==> src/common/eis_defs.svh <==
// Register offsets, field positions, reset values and alias offsets for the event/status bank
`ifndef EIS_DEFS_SVH
`define EIS_DEFS_SVH
`define EIS_ALIAS_BASE      4'h0
`define EIS_ALIAS_CLR       4'h4
`define EIS_ALIAS_SET       4'h8
`define EIS_ALIAS_INV       4'hc
`define EIS_OFF_IRQ         12'h000
`define EIS_OFF_STAT        12'h010
`define EIS_OFF_DROP        12'h020
`define EIS_OFF_TXOK        12'h030
`define EIS_OFF_CTRL        12'h040
`define EIS_OFF_IEN         12'h050
`define EIS_OFF_RXST        12'h060
`define EIS_BIT_PEND        6
`define EIS_BIT_RECEIVE_ACTIVITY_FLAG       5
`define EIS_BIT_TRANSMIT_DONE_FLAG      3
`define EIS_BIT_TRANSMIT_ABORT_FLAG     2
`define EIS_BIT_BUFNA       1
`define EIS_BIT_OVFL        0
`define EIS_BIT_MODBUSY     7
`define EIS_BIT_TRANSMIT_BUSY_STATUS      6
`define EIS_BIT_RECEIVE_BUSY_STATUS      5
`define EIS_CNT_LSB         16
`define EIS_CTRL_ON         15
`define EIS_CTRL_AFC        1
`define EIS_CTRL_DEC        0
`define EIS_FLAG_MASK       8'h2f
`define EIS_CNT_MAX         8'hff
`define EIS_RST_FLAGS       8'h00
`define EIS_RST_CNT         8'h00
`define EIS_RST_STAT16      16'h0000
`endif

==> src/common/eis_pkg.sv <==
// Types shared by the event/status bank
package eis_pkg;
  typedef struct packed {
    logic       rx_data_stored;
    logic       tx_done;
    logic       tx_abort;
    logic       rx_desc_overrun;
    logic       rx_fifo_overflow;
    logic       rx_packet_ok;
    logic [7:0] rx_desc_used;
    logic       tx_frame_ok;
    logic       rx_dropped_frame;
    logic       rx_active;
    logic       tx_active;
    logic       txn_pending;
  } eis_events_t;

  typedef enum logic [1:0] {
    EIS_IDLE    = 2'b00,
    EIS_ACCESS  = 2'b01
  } eis_bus_t;

  typedef struct packed {
    eis_bus_t    bus;
    logic [7:0]  flags;
    logic [7:0]  buf_count;
    logic [15:0] dropped_frames;
    logic [15:0] tx_frames;
    logic        module_on;
    logic        auto_flow;
    logic        pend_irq_en;
    logic        busy_tail;
    logic [31:0] rdata;
  } eis_state_t;
endpackage : eis_pkg

==> src/design/eis_bank.sv <==
// Ethernet event flags, buffer counter, busy status and frame statistics behind APB
// How it works
// - Pending flag follows counter nonzero; writes to it do nothing
// - Receive-activity flag sets when packet data enters receive FIFO
// - Transmit-done flag sets when a packet finishes with status written
// - Transmit-abort flag sets on any of five MAC abort causes
// - Buffer-unavailable flag sets on descriptor overrun
// - Overflow flag sets when the receive FIFO overflows
// - Event flags clear on reset, a one written to clear or invert alias, or a zero in a plain write
// - 8-bit counter in status bits 23:16 adds descriptors per packet
// - Counter saturates at 0xFF and at zero, never wraps
// - Simultaneous decrement and increment leave counter unchanged
// - At 0xFF with flow control on, receive halts until decrement
// - Writing descriptor start address clears the counter
// - Counter survives module disable and stays decrementable
// - Module busy while on, and until pending transaction ends after off
// - Transmit busy while sending, forced low when module off
// - Receive busy while receiving, forced low when module off
// - Dropped-frame counter counts filtered frames lost to FIFO overrun
// - Statistics clear after read unless byte enables 0 and 1 both low
// - Transmitted-frame counter counts each good frame
// - Pending interrupt requested only when its enable bit is set
`timescale 1ns/10ps
`default_nettype none
`include "eis_defs.svh"

module eis_bank (
  input  wire logic               core_clk,
  input  wire logic               nrst,
  input  wire logic               psel,
  input  wire logic               penable,
  input  wire logic               pwrite,
  input  wire logic [11:0]        paddr,
  input  wire logic [31:0]        pwdata,
  input  wire logic [3:0]         pstrb,
  output logic      [31:0]        prdata,
  output logic                    pready,
  output logic                    pslverr,
  input  wire eis_pkg::eis_events_t ev,
  output logic                    rx_halt,
  output logic                    module_on,
  output logic                    packet_pending_irq
);

  eis_pkg::eis_state_t s_q;
  eis_pkg::eis_state_t s_d;

  // Read byte enables: APB reads carry no strobe, yet pstrb is honoured on reads only; writes ignore it
  function automatic logic [7:0] sat_add(input logic [7:0] a, input logic [7:0] b);
    logic [8:0] t;
    t = {1'b0, a} + {1'b0, b};
    sat_add = t[8] ? `EIS_CNT_MAX : t[7:0];
  endfunction : sat_add

  function automatic logic [15:0] inc16(input logic [15:0] a);
    inc16 = a + 16'h0001;
  endfunction : inc16

  logic        acc;
  logic        wr;
  logic        rd;
  logic [11:0] reg_off;
  logic [3:0]  alias_sel;
  logic [7:0]  new_ev;
  logic [7:0]  wr_flags;
  logic        dec;
  logic        hw_inc;
  logic        mapped;
  logic        rd_clear;
  logic [7:0]  cnt_after;

  always_comb begin
    acc       = psel & penable;
    wr        = acc & pwrite;
    rd        = acc & ~pwrite;
    reg_off   = {paddr[11:4], 4'h0};
    alias_sel = paddr[3:0];
    mapped    = (alias_sel[1:0] == 2'b00) &&
                (reg_off == `EIS_OFF_IRQ  || reg_off == `EIS_OFF_STAT ||
                 reg_off == `EIS_OFF_DROP || reg_off == `EIS_OFF_TXOK ||
                 reg_off == `EIS_OFF_CTRL || reg_off == `EIS_OFF_IEN  ||
                 reg_off == `EIS_OFF_RXST);
    rd_clear  = rd & (pstrb[0] | pstrb[1]);
    new_ev    = 8'h00;
    new_ev[`EIS_BIT_RECEIVE_ACTIVITY_FLAG]   = ev.rx_data_stored;
    new_ev[`EIS_BIT_TRANSMIT_DONE_FLAG]  = ev.tx_done;
    new_ev[`EIS_BIT_TRANSMIT_ABORT_FLAG] = ev.tx_abort;
    new_ev[`EIS_BIT_BUFNA]   = ev.rx_desc_overrun;
    new_ev[`EIS_BIT_OVFL]    = ev.rx_fifo_overflow | ev.rx_dropped_frame;
    dec       = wr && mapped && reg_off == `EIS_OFF_CTRL && alias_sel != `EIS_ALIAS_CLR &&
                pwdata[`EIS_CTRL_DEC];
    hw_inc    = ev.rx_packet_ok && ev.rx_desc_used != 8'h00;
    cnt_after = s_q.buf_count;

    s_d = s_q;
    s_d.rdata = 32'h0000_0000;

    // Flags: software write first, then hardware set on top so an event is never lost
    wr_flags = s_q.flags;
    if (wr && mapped && reg_off == `EIS_OFF_IRQ) begin
      if (alias_sel == `EIS_ALIAS_CLR) begin
        wr_flags = s_q.flags & ~pwdata[7:0];
      end else if (alias_sel == `EIS_ALIAS_SET) begin
        wr_flags = s_q.flags | pwdata[7:0];
      end else if (alias_sel == `EIS_ALIAS_INV) begin
        wr_flags = s_q.flags ^ pwdata[7:0];
      end else begin
        wr_flags = pwdata[7:0];
      end
    end
    s_d.flags = (wr_flags | new_ev) & `EIS_FLAG_MASK;

    // Buffer counter
    if (hw_inc && dec) begin
      cnt_after = s_q.buf_count;
    end else if (hw_inc) begin
      cnt_after = sat_add(s_q.buf_count, ev.rx_desc_used);
    end else if (dec && s_q.buf_count != `EIS_RST_CNT) begin
      cnt_after = s_q.buf_count - 8'h01;
    end
    if (wr && mapped && reg_off == `EIS_OFF_RXST) begin
      cnt_after = `EIS_RST_CNT;
    end
    s_d.buf_count = cnt_after;

    // Control and enable registers, plain or through aliases
    if (wr && mapped && reg_off == `EIS_OFF_CTRL) begin
      if (alias_sel == `EIS_ALIAS_CLR) begin
        s_d.module_on = s_q.module_on & ~pwdata[`EIS_CTRL_ON];
        s_d.auto_flow = s_q.auto_flow & ~pwdata[`EIS_CTRL_AFC];
      end else if (alias_sel == `EIS_ALIAS_SET) begin
        s_d.module_on = s_q.module_on | pwdata[`EIS_CTRL_ON];
        s_d.auto_flow = s_q.auto_flow | pwdata[`EIS_CTRL_AFC];
      end else if (alias_sel == `EIS_ALIAS_INV) begin
        s_d.module_on = s_q.module_on ^ pwdata[`EIS_CTRL_ON];
        s_d.auto_flow = s_q.auto_flow ^ pwdata[`EIS_CTRL_AFC];
      end else begin
        s_d.module_on = pwdata[`EIS_CTRL_ON];
        s_d.auto_flow = pwdata[`EIS_CTRL_AFC];
      end
    end
    if (wr && mapped && reg_off == `EIS_OFF_IEN) begin
      if (alias_sel == `EIS_ALIAS_CLR) begin
        s_d.pend_irq_en = s_q.pend_irq_en & ~pwdata[`EIS_BIT_PEND];
      end else if (alias_sel == `EIS_ALIAS_SET) begin
        s_d.pend_irq_en = s_q.pend_irq_en | pwdata[`EIS_BIT_PEND];
      end else if (alias_sel == `EIS_ALIAS_INV) begin
        s_d.pend_irq_en = s_q.pend_irq_en ^ pwdata[`EIS_BIT_PEND];
      end else begin
        s_d.pend_irq_en = pwdata[`EIS_BIT_PEND];
      end
    end

    // Busy tail holds module busy after disable until the transaction drains
    s_d.busy_tail = (s_q.module_on | s_q.busy_tail) & ev.txn_pending;

    // Statistics: a clearing read that meets an event keeps that event as the new count
    if (rd_clear && mapped && reg_off == `EIS_OFF_DROP) begin
      s_d.dropped_frames = ev.rx_dropped_frame ? 16'h0001 : `EIS_RST_STAT16;
    end else if (ev.rx_dropped_frame) begin
      s_d.dropped_frames = inc16(s_q.dropped_frames);
    end
    if (rd_clear && mapped && reg_off == `EIS_OFF_TXOK) begin
      s_d.tx_frames = ev.tx_frame_ok ? 16'h0001 : `EIS_RST_STAT16;
    end else if (ev.tx_frame_ok) begin
      s_d.tx_frames = inc16(s_q.tx_frames);
    end

    // Read data is captured in the setup cycle so the access phase answers at once
    if (psel && !penable && !pwrite) begin
      if (reg_off == `EIS_OFF_IRQ) begin
        s_d.rdata[7:0] = s_q.flags | {1'b0, s_q.buf_count != 8'h00, 6'h00};
      end else if (reg_off == `EIS_OFF_STAT) begin
        s_d.rdata[23:16] = s_q.buf_count;
        s_d.rdata[`EIS_BIT_MODBUSY] = s_q.module_on | s_q.busy_tail;
        s_d.rdata[`EIS_BIT_TRANSMIT_BUSY_STATUS]  = s_q.module_on & ev.tx_active;
        s_d.rdata[`EIS_BIT_RECEIVE_BUSY_STATUS]  = s_q.module_on & ev.rx_active;
      end else if (reg_off == `EIS_OFF_DROP) begin
        s_d.rdata[15:0] = s_q.dropped_frames;
      end else if (reg_off == `EIS_OFF_TXOK) begin
        s_d.rdata[15:0] = s_q.tx_frames;
      end else if (reg_off == `EIS_OFF_CTRL) begin
        s_d.rdata[`EIS_CTRL_ON]  = s_q.module_on;
        s_d.rdata[`EIS_CTRL_AFC] = s_q.auto_flow;
      end else if (reg_off == `EIS_OFF_IEN) begin
        s_d.rdata[`EIS_BIT_PEND] = s_q.pend_irq_en;
      end else begin
        s_d.rdata = 32'h0000_0000;
      end
    end
    s_d.bus = acc ? eis_pkg::EIS_ACCESS : eis_pkg::EIS_IDLE;
  end

  always_ff @(posedge core_clk) begin
    if (!nrst) begin
      s_q <= '{bus: eis_pkg::EIS_IDLE, flags: `EIS_RST_FLAGS, buf_count: `EIS_RST_CNT,
               dropped_frames: `EIS_RST_STAT16, tx_frames: `EIS_RST_STAT16,
               module_on: 1'b0, auto_flow: 1'b0, pend_irq_en: 1'b0, busy_tail: 1'b0,
               rdata: 32'h0000_0000};
    end else begin
      s_q <= s_d;
    end
  end

  // Zero-wait slave; read data was latched during setup
  always_comb begin
    pready             = 1'b1;
    pslverr            = psel & penable & ~mapped;
    prdata             = s_q.rdata;
    module_on          = s_q.module_on;
    rx_halt            = s_q.auto_flow && s_q.buf_count == `EIS_CNT_MAX;
    packet_pending_irq = s_q.pend_irq_en && s_q.buf_count != 8'h00;
  end

endmodule : eis_bank
`default_nettype wire

==> config.mk <==
export PLATFORM = sky130hd
export DESIGN_NAME = eis_bank
export DESIGN_NICKNAME = d
export VERILOG_FILES = /design/src/common/eis_pkg.sv /design/src/design/eis_bank.sv
export VERILOG_INCLUDE_DIRS = /design/src /design/src/common
export SDC_FILE = /design/constraint.sdc
export NUM_CORES = 1
export LEC_CHECK = 0
export CAP_MARGIN = 20
export CORE_ASPECT_RATIO = 0.6
export CORE_MARGIN = 10
export CORE_UTILIZATION = 70
export CTS_BUF_LIST = sky130_fd_sc_hd__clkbuf_4
export DETAILED_ROUTE_END_ITERATION = 8
export DONT_BUFFER_PORTS = 1
export PLACE_DENSITY = 0.95
export SYNTH_ARGS = -nofsm -noshare
export SYNTH_HDL_FRONTEND = slang
export SYNTH_SLANG_ARGS = --single-unit
==> constraint.sdc <==
create_clock -name core_clk -period 5.8 [get_ports core_clk]
set_input_delay 0.58 -clock core_clk [delete_from_list [all_inputs] [get_ports core_clk]]
set_output_delay 0.58 -clock core_clk [all_outputs]
set_load 0.03 [all_outputs]
==> results of run 1 <==
per-stage QoR:
stage / total power, mW / hold WS (ps)
finish: 1.05 / 260
global route: 1.10 / 238
CTS: 1.04 / 252
detailed placement: 0.731 / 506
global placement: 0.714 / 463
floorplan: 0.699 / 443
flip-flops by register name, indices dropped and copies added (netlist names):
| register | flops |
|---|---|
| s_q | 48 |
| prdata | 24 |
| module_on | 1 |
layer usage:
metal,vias to the layer above,track usage
met5,-,0
met4,0,0.0775
met3,41,0.0999
met2,285,0.375
met1,1914,0.284
li1,1893,-
layout by cell type, fill, tap and decap left out, types with 9 or more instances in the layout:
| cell | synthesis | layout |
|---|---|---|
| xnor2_1 | 13 | 13 |
| o21ai_0 | 12 | 12 |
| nand2_1 | 36 | 36 |
| nor2_1 | 89 | 89 |
| nor3_1 | 18 | 18 |
| a21oi_1 | 32 | 32 |
| xor2_1 | 16 | 16 |
| a22oi_1 | 11 | 11 |
| nand4_1 | 13 | 13 |
| ha_1 | 29 | 29 |
| nand3_1 | 11 | 11 |
| clkbuf_4 | 0 | 9 |
| and3_1 | 9 | 9 |
| conb_1 | 2 | 9 |
| dfxtp_1 | 73 | 73 |
| inv_1 | 27 | 27 |
logic make-up (layout without fill, tap and decap cells):
group                      Yosys count  in the layout  share of synthesized area
adders and majority gates           30             30                     0.0836
other                                2              9                    0.00164
xor gates and xnor gates            29             29                     0.0555
and+or+nand+nor                    225            225                      0.247
AOI/OAI and AO/OA                  117            117                      0.177
muxes                                8              8                     0.0180
buffers and inverters               80             47                     0.0978
DFF                                 73             73                      0.319
area by class of cell:
cell class	instances	share of cell area
Timing Repair Buffer	4	0.00663
Tap cell	84	0.0232
Sequential cell	73	0.323
Clock buffer	9	0.0149
Multi-Input combinational cell	418	0.595
Clock inverter	7	0.0152
Inverter	27	0.0224
path summary, 6_finish.rpt:
kind,from,end,slack (ps),cells past startpoint
worst min register to register,s_q[32],s_q[32],530,1
worst max-delay path,s_q[68],s_q[69],3150,9
worst min-delay path,nrst,s_q[78],260,1
worst max register to register,s_q[68],s_q[69],3150,9
power breakdown:
| group | switching (mW) | leakage (nW) | internal [mW] |
|---|---|---|---|
| Clock | 0.191 | 0.0741 | 0.131 |
| Sequential | 0.0233 | 0.592 | 0.514 |
| Combinational | 0.116 | 1.07 | 0.0761 |
==> impl_metrics.json, run 1 <==
{
  "status": "complete, no violations",
  "fin_area_sq_um": 4530,
  "post_cts_resized": 0,
  "avgSynthCellArea_sq_um": 8.12,
  "cp_top_family": "compound AO/OA/AOI/OAI gates",
  "totalWireLength_um": 12400,
  "hold_violations": 0,
  "wl_met3_um": 1720,
  "clk_pin_slew_worst_paths_ps": 120,
  "numCtsBuffers": 9,
  "critPathCaptureType": "flop",
  "std_cell_rows": 22,
  "die_h_um": 82.6,
  "cts_setup_buffers": 0,
  "grt_overflow": 0,
  "synth_ff_type": "dfxtp_1",
  "yosysSeqAreaShare": 0.319,
  "synth_top_area_share": 0.319,
  "drc": 0,
  "synth_edf_count": 0,
  "finalSetupTns_ps": 0,
  "grtUsageTotal": 0.235,
  "diodes": 0,
  "fin_crit_ps": 2650,
  "cp.arrival_ps": 3030,
  "cts_num_sinks": 73,
  "fin_crit_sh": 0.457,
  "grt_max_degree": 23,
  "worstMarginPinSlew_ps": 742,
  "hp-class": "in -> reg",
  "ys_top_cells_by_count": "nor2_1, dfxtp_1, nand2_1, buf_4, a21oi_1",
  "synth_most_common_cell": "nor2_1",
  "crit_chain": "ha_1, inv_1, fa_1, nand2b_1, a21oi_1, o22ai_1, and3_1, a211o_1, a21oi_2",
  "critPathKind": "reg -> reg",
  "dieWidth_um": 124,
  "cp_max_fo": 7,
  "ir_drop_uv": 192,
  "nets": 635,
  "slew_headroom": 0.507,
  "clock-root-buffer": "clkbuf_4",
  "drtIter0Drc": 603,
  "critPathBufInv": 1,
  "async_flop_share": 0,
  "hpwl_um": 9420,
  "start_kind": "flop",
  "rsz0062_at_grt": "no",
  "io_buffers": 0,
  "syn_area_sq_um": 4580,
  "synth_area_leaders": "dfxtp_1, ha_1, nor2_1",
  "yosysUniqueCellTypes": 71,
  "wl_met1_um": 5010,
  "n_fill_cell": 483,
  "clk_latency_ps": 440,
  "p_leak_nw": 1.73,
  "required_ps": 6180,
  "routed.top_layer": "met4",
  "powerDensity_nw_per_um2": 232,
  "synthCells": 564,
  "drt_first_pass_iters": 8,
  "fin_util": 0.728,
  "die_area_sq_um": 10300,
  "drive_gt1_frac": 0.0706,
  "synth_top_area_cell": "dfxtp_1",
  "critPathMaxStageDelay_ps": 470,
  "ios": 109,
  "htreeDepth": 3,
  "cap_violations": 0,
  "max-clock-path-buffers": 2,
  "seqCellArea_sq_um": 1460,
  "dp_cells": 606,
  "routedWlPerCell_um": 19.9,
  "clock.fmax_mhz": 377,
  "slew_viol_final": 0,
  "holdBufCountCts": 0,
  "antenna_left": 0,
  "place_area_sq_um": 4390,
  "multi_input_comb_area_sq_um": 2700,
  "final-setup-viol-count": 0,
  "gp_congestion": 0.912,
  "vias": 4133,
  "grt_pass1_vias": 3930,
  "fin_cells": 622,
  "setup_ws_ps": 3150,
  "cts_tree": "built",
  "wl_met2_um": 5300,
  "critPathSlowestCell": "dfxtp_1",
  "synth-seq-cells": 73,
  "place_ws_ps": 3050,
  "start_util": 0.736,
  "antenna_found_initial": 0,
  "clock_skew_ps": 23.2,
  "grt_first_pass_wirelength_um": 19800,
  "yosysWarningCount": 0,
  "viasPerCell": 6.64,
  "core-area_sq_um": 6220,
  "area_growth_syn_to_layout_pct": -1.07
}
Power figures use the tool's default switching activity.
==> run 2: changes to the inputs <==
--- a/config.mk
+++ b/config.mk
@@ -9,11 +9,11 @@
 export CAP_MARGIN = 20
 export CORE_ASPECT_RATIO = 0.6
 export CORE_MARGIN = 10
-export CORE_UTILIZATION = 70
+export CORE_UTILIZATION = 66
 export CTS_BUF_LIST = sky130_fd_sc_hd__clkbuf_4
 export DETAILED_ROUTE_END_ITERATION = 8
 export DONT_BUFFER_PORTS = 1
-export PLACE_DENSITY = 0.95
+export PLACE_DENSITY = 0.91
 export SYNTH_ARGS = -nofsm -noshare
 export SYNTH_HDL_FRONTEND = slang
 export SYNTH_SLANG_ARGS = --single-unit
==> constraint.sdc (replaced) <==
create_clock -name core_clk -period 2.5 [get_ports core_clk]
set_input_delay 0.25 -clock core_clk [delete_from_list [all_inputs] [get_ports core_clk]]
set_output_delay 0.25 -clock core_clk [all_outputs]
set_load 0.03 [all_outputs]
==> run 2 against run 1 <==
  * Count of clock-buffer cells in the layout stayed put
  * Clock power grew to 2.7 times the previous value
  * First-iteration DRC count decreased by 35%
  * Non-clock buffer count rose by 17
  * Utilization fell by 2.2 points
  * Sequential cell count unchanged
  * Routed wire length is 0.21% higher
  * Critical path type is now in -> reg
  * Largest power group unchanged
==> impl_metrics.json, run 2 (synthesized netlist as in run 1, its figures left out) <==
{
  "status": "complete, no violations",
  "totalWireLength_um": 12400,
  "critPathCaptureType": "flop",
  "die_area_sq_um": 10800,
  "clk_latency_ps": 460,
  "cp.arrival_ps": 2710,
  "ios": 109,
  "hpwl_um": 9300,
  "grtUsageTotal": 0.227,
  "fin_area_sq_um": 4730,
  "worstMarginPinSlew_ps": 739,
  "io_buffers": 0,
  "drt_first_pass_iters": 5,
  "area_growth_syn_to_layout_pct": 3.36,
  "critPathKind": "in -> reg",
  "hp-class": "in -> reg",
  "p_leak_nw": 1.83,
  "drive_gt1_frac": 0.0847,
  "clock-root-buffer": "clkbuf_4",
  "seqCellArea_sq_um": 1460,
  "final-setup-viol-count": 0,
  "viasPerCell": 6.52,
  "rsz0062_at_grt": "no",
  "nets": 652,
  "htreeDepth": 3,
  "diodes": 0,
  "powerDensity_nw_per_um2": 546,
  "place_area_sq_um": 4430,
  "std_cell_rows": 23,
  "n_fill_cell": 506,
  "antenna_found_initial": 0,
  "hold_violations": 0,
  "layout_common_cells": "nor2_1, dfxtp_1, nand2_1, a21oi_1, ha_1",
  "clk_pin_slew_worst_paths_ps": 140,
  "dieWidth_um": 128,
  "multi_input_comb_area_sq_um": 2700,
  "largest_register_ffs": 48,
  "grt_overflow": 0,
  "gp_congestion": 0.948,
  "die_h_um": 84.5,
  "grt_first_pass_wirelength_um": 20100,
  "fin_util": 0.706,
  "antenna_left": 0,
  "slew_viol_final": 0,
  "grt_max_degree": 23,
  "fin_crit_ps": 2340,
  "required_ps": 2860,
  "drtIter0Drc": 393,
  "ir_drop_uv": 438,
  "routedWlPerCell_um": 19.3,
  "cts_tree": "built",
  "finalSetupTns_ps": 0,
  "clock.fmax_mhz": 427,
  "vias": 4186,
  "core-area_sq_um": 6710,
  "cap_violations": 0,
  "max-clock-path-buffers": 2,
  "worst_hold_slack_ps": 31.8,
  "start_kind": "primary input",
  "fin_crit_sh": 0.938,
  "clock_skew_ps": 24.2,
  "slew_headroom": 0.509,
  "grt_pass1_vias": 3976,
  "cp_max_fo": 11,
  "numCtsBuffers": 9,
  "drc": 0,
  "largest-register": "s_q",
  "cts_num_sinks": 73,
  "start_util": 0.683,
  "layout_commonest_cell": "nor2_1"
}
-- run 2: cell type report --
| class | instances | area share |
|---|---|---|
| clock inverter | 7 | 0.0214 |
| inverter | 27 | 0.0214 |
| timing repair buffer | 21 | 0.0397 |
| multi-input combinational | 418 | 0.571 |
| sequential | 73 | 0.309 |
| tap | 87 | 0.0230 |
| clock buffer | 9 | 0.0143 |
-- run 2: per-stage QoR --
stage	total power, mW	setup slack, ps	instances
CTS	2.57	129	642
global route	2.70	32.1	642
finish	2.58	156	642
global placement	1.67	181	614
floorplan	1.62	238	571
detailed placement	1.69	128	614
-- run 2: worst max-delay path: stages --
cell           delay, ps
or4_4                540
or2_2                380
or3_1                370
nand2b_1             360
o32ai_1              200
dlygate4sd3_1        600
-- run 2: path summary, 6_finish.rpt --
kind,start,endpoint,slack (ps),depth (start not counted)
setup reg to reg,s_q[69],s_q[69],170,8
hold reg to reg,s_q[69],s_q[69],550,2
setup / recovery,paddr[9],prdata[5],160,6
hold / removal,paddr[3],s_q[33],30,3
-- run 2: what timing repair did --
action	CTS	global route
gates resized for setup	0	3
endpoints found under the hold margin	14	0
setup endpoints to repair	0	3
setup buffers	0	0
hold buffers	12	0
-- run 2: metal layers --
layer	up-vias	track usage	wire, um
met5	-	0	0
met4	0	0.0865	333
met3	31	0.109	1810
met2	290	0.332	5220
met1	1945	0.282	5030
li1	1920	-	-
-- run 2: where the power goes --
part / switching [mW] / internal (mW) / total [mW]
clock network: 0.464 / 0.413 / 0.877
registers: 0.0448 / 1.19 / 1.24
logic: 0.272 / 0.195 / 0.467
==> run 3: changes to the inputs <==
==> constraint.sdc (replaced) <==
create_clock -name core_clk -period 2.5 [get_ports core_clk]
set_input_delay 0.5 -clock core_clk [delete_from_list [all_inputs] [get_ports core_clk]]
set_output_delay 0.5 -clock core_clk [all_outputs]
set_load 0.03 [all_outputs]
==> run 3 against run 2 <==
  * Sequential cell count unchanged
  * Utilization decreased by 1.1 points
  * Via count decreased by 2.1%
  * First-iteration DRC count increased by 38%
  * Routed wire length decreased by 1.4%
  * Hold slack improved by 130 ps
  * Non-clock buffer count decreased by 2
  * Final cell count decreased by 0.31%
  * Critical path type is now reg -> out
  * Critical endpoint is now packet_pending_irq
  * Largest power group unchanged
==> impl_metrics.json, run 3 (synthesized netlist as in run 1, its figures left out) <==
{
  "clock-root-buffer": "clkbuf_4",
  "antenna_left": 0,
  "grtUsageTotal": 0.223,
  "critPathKind": "reg -> out",
  "start_kind": "flop",
  "largest-register": "s_q",
  "core-area_sq_um": 6710,
  "status": "complete, no violations",
  "std_cell_rows": 23,
  "grt_overflow": 0,
  "grt_max_degree": 23,
  "nets": 650,
  "numCtsBuffers": 9,
  "p_leak_nw": 1.80,
  "combPwrFrac": 0.195,
  "cp_max_fo": 8,
  "grt_pass1_vias": 3835,
  "max-clock-path-buffers": 2,
  "gp_congestion": 0.925,
  "holdBufCountCts": 0,
  "area_growth_syn_to_layout_pct": 1.69,
  "drc": 0,
  "powerDensity_nw_per_um2": 520,
  "die_h_um": 84.5,
  "worst_hold_slack_ps": 158,
  "slew_viol_final": 0,
  "rsz0062_at_grt": "no",
  "hpwl_um": 9410,
  "clk_latency_ps": 460,
  "io_buffers": 0,
  "grt_first_pass_wirelength_um": 19600,
  "vias": 4098,
  "cts_num_sinks": 73,
  "fin_crit_ps": 2360,
  "start_util": 0.683,
  "hp-class": "in -> reg",
  "drive_gt1_frac": 0.103,
  "cap_violations": 0,
  "htreeDepth": 3,
  "cts_tree": "built",
  "worstMarginPinSlew_ps": 725,
  "die_area_sq_um": 10800,
  "fin_crit_sh": 0.945,
  "clk_pin_slew_worst_paths_ps": 130,
  "dieWidth_um": 128,
  "ios": 109,
  "layout_commonest_cell": "nor2_1",
  "largest_register_ffs": 48,
  "diodes": 0,
  "p_sw_frac": 0.335,
  "layout_common_cells": "nor2_1, dfxtp_1, nand2_1, a21oi_1, ha_1",
  "cts_setup_buffers": 0,
  "required_ps": 2000,
  "ir_drop_uv": 417,
  "p_sw_mw": 0.810,
  "dp_cells": 624,
  "finalSetupTns_ps": 0,
  "clkPwrFrac": 0.293,
  "viasPerCell": 6.40,
  "slew_headroom": 0.518,
  "totalWireLength_um": 12200,
  "clock.fmax_mhz": 423,
  "critPathCaptureType": "primary output",
  "final-setup-viol-count": 0,
  "p_int_mw": 1.61,
  "post_cts_resized": 1,
  "routedWlPerCell_um": 19.1,
  "clock_skew_ps": 17.6,
  "drtIter0Drc": 542,
  "drt_first_pass_iters": 5,
  "hold_violations": 0,
  "cp.arrival_ps": 1860,
  "fin_cells": 640,
  "seq_power_share": 0.512,
  "antenna_found_initial": 0
}
run 3: metrics by stage:
stage | util | setup slack, ps | total power, mW | area (sq um)
5_1_grt | 0.694 | 19.3 | 2.53 | 4660
4_1_cts | 0.692 | 12.5 | 2.40 | 4640
3_5_place_dp | 0.673 | 3.36 | 1.71 | 4510
6_report | 0.694 | 137 | 2.42 | 4660
2_1_floorplan | - | 11.6 | 1.62 | 4600
3_3_place_gp | 0.673 | 35.9 | 1.67 | 4510
run 3: power groups by stage:
stage / Clock (mW) / Sequential, mW / Combinational [mW]
3_3_place_gp: 0 / 1.26 / 0.417
6_report: 0.708 / 1.24 / 0.472
5_1_grt: 0.764 / 1.24 / 0.519
3_5_place_dp: 0 / 1.26 / 0.448
4_1_cts: 0.712 / 1.23 / 0.451
2_1_floorplan: 0 / 1.25 / 0.374
run 3: routing by layer:
metal	share of wire	routed length [um]	global-route usage
met1	0.43	5210	0.292
met2	0.42	5140	0.326
met3	0.14	1700	0.102
met4	0.013	158	0.0494
met5	0	0	0
run 3: area by class of cell:
class,instances,area [sq um]
Multi-Input combinational cell,418,2710
Fill cell,524,2050
Sequential cell,73,1460
Timing Repair Buffer,19,143
Tap cell,87,109
Inverter,27,101
Clock buffer,9,67.6
Clock inverter,7,61.3
run 3: worst paths after layout:
check / start / end / slack [ps] / cells after the start
max: s_q[71] / packet_pending_irq / 140 / 5
min: nrst / s_q[79] / 160 / 1
max reg2reg: s_q[69] / s_q[69] / 150 / 8
min reg2reg: s_q[32] / s_q[32] / 500 / 1
run 3: critical path, cell delays in order, from the launching register on:
cell	delay, ps
dfxtp_1	360
buf_4	170
nor4_2	350
and3_4	310
nor2_1	50
buf_4	160
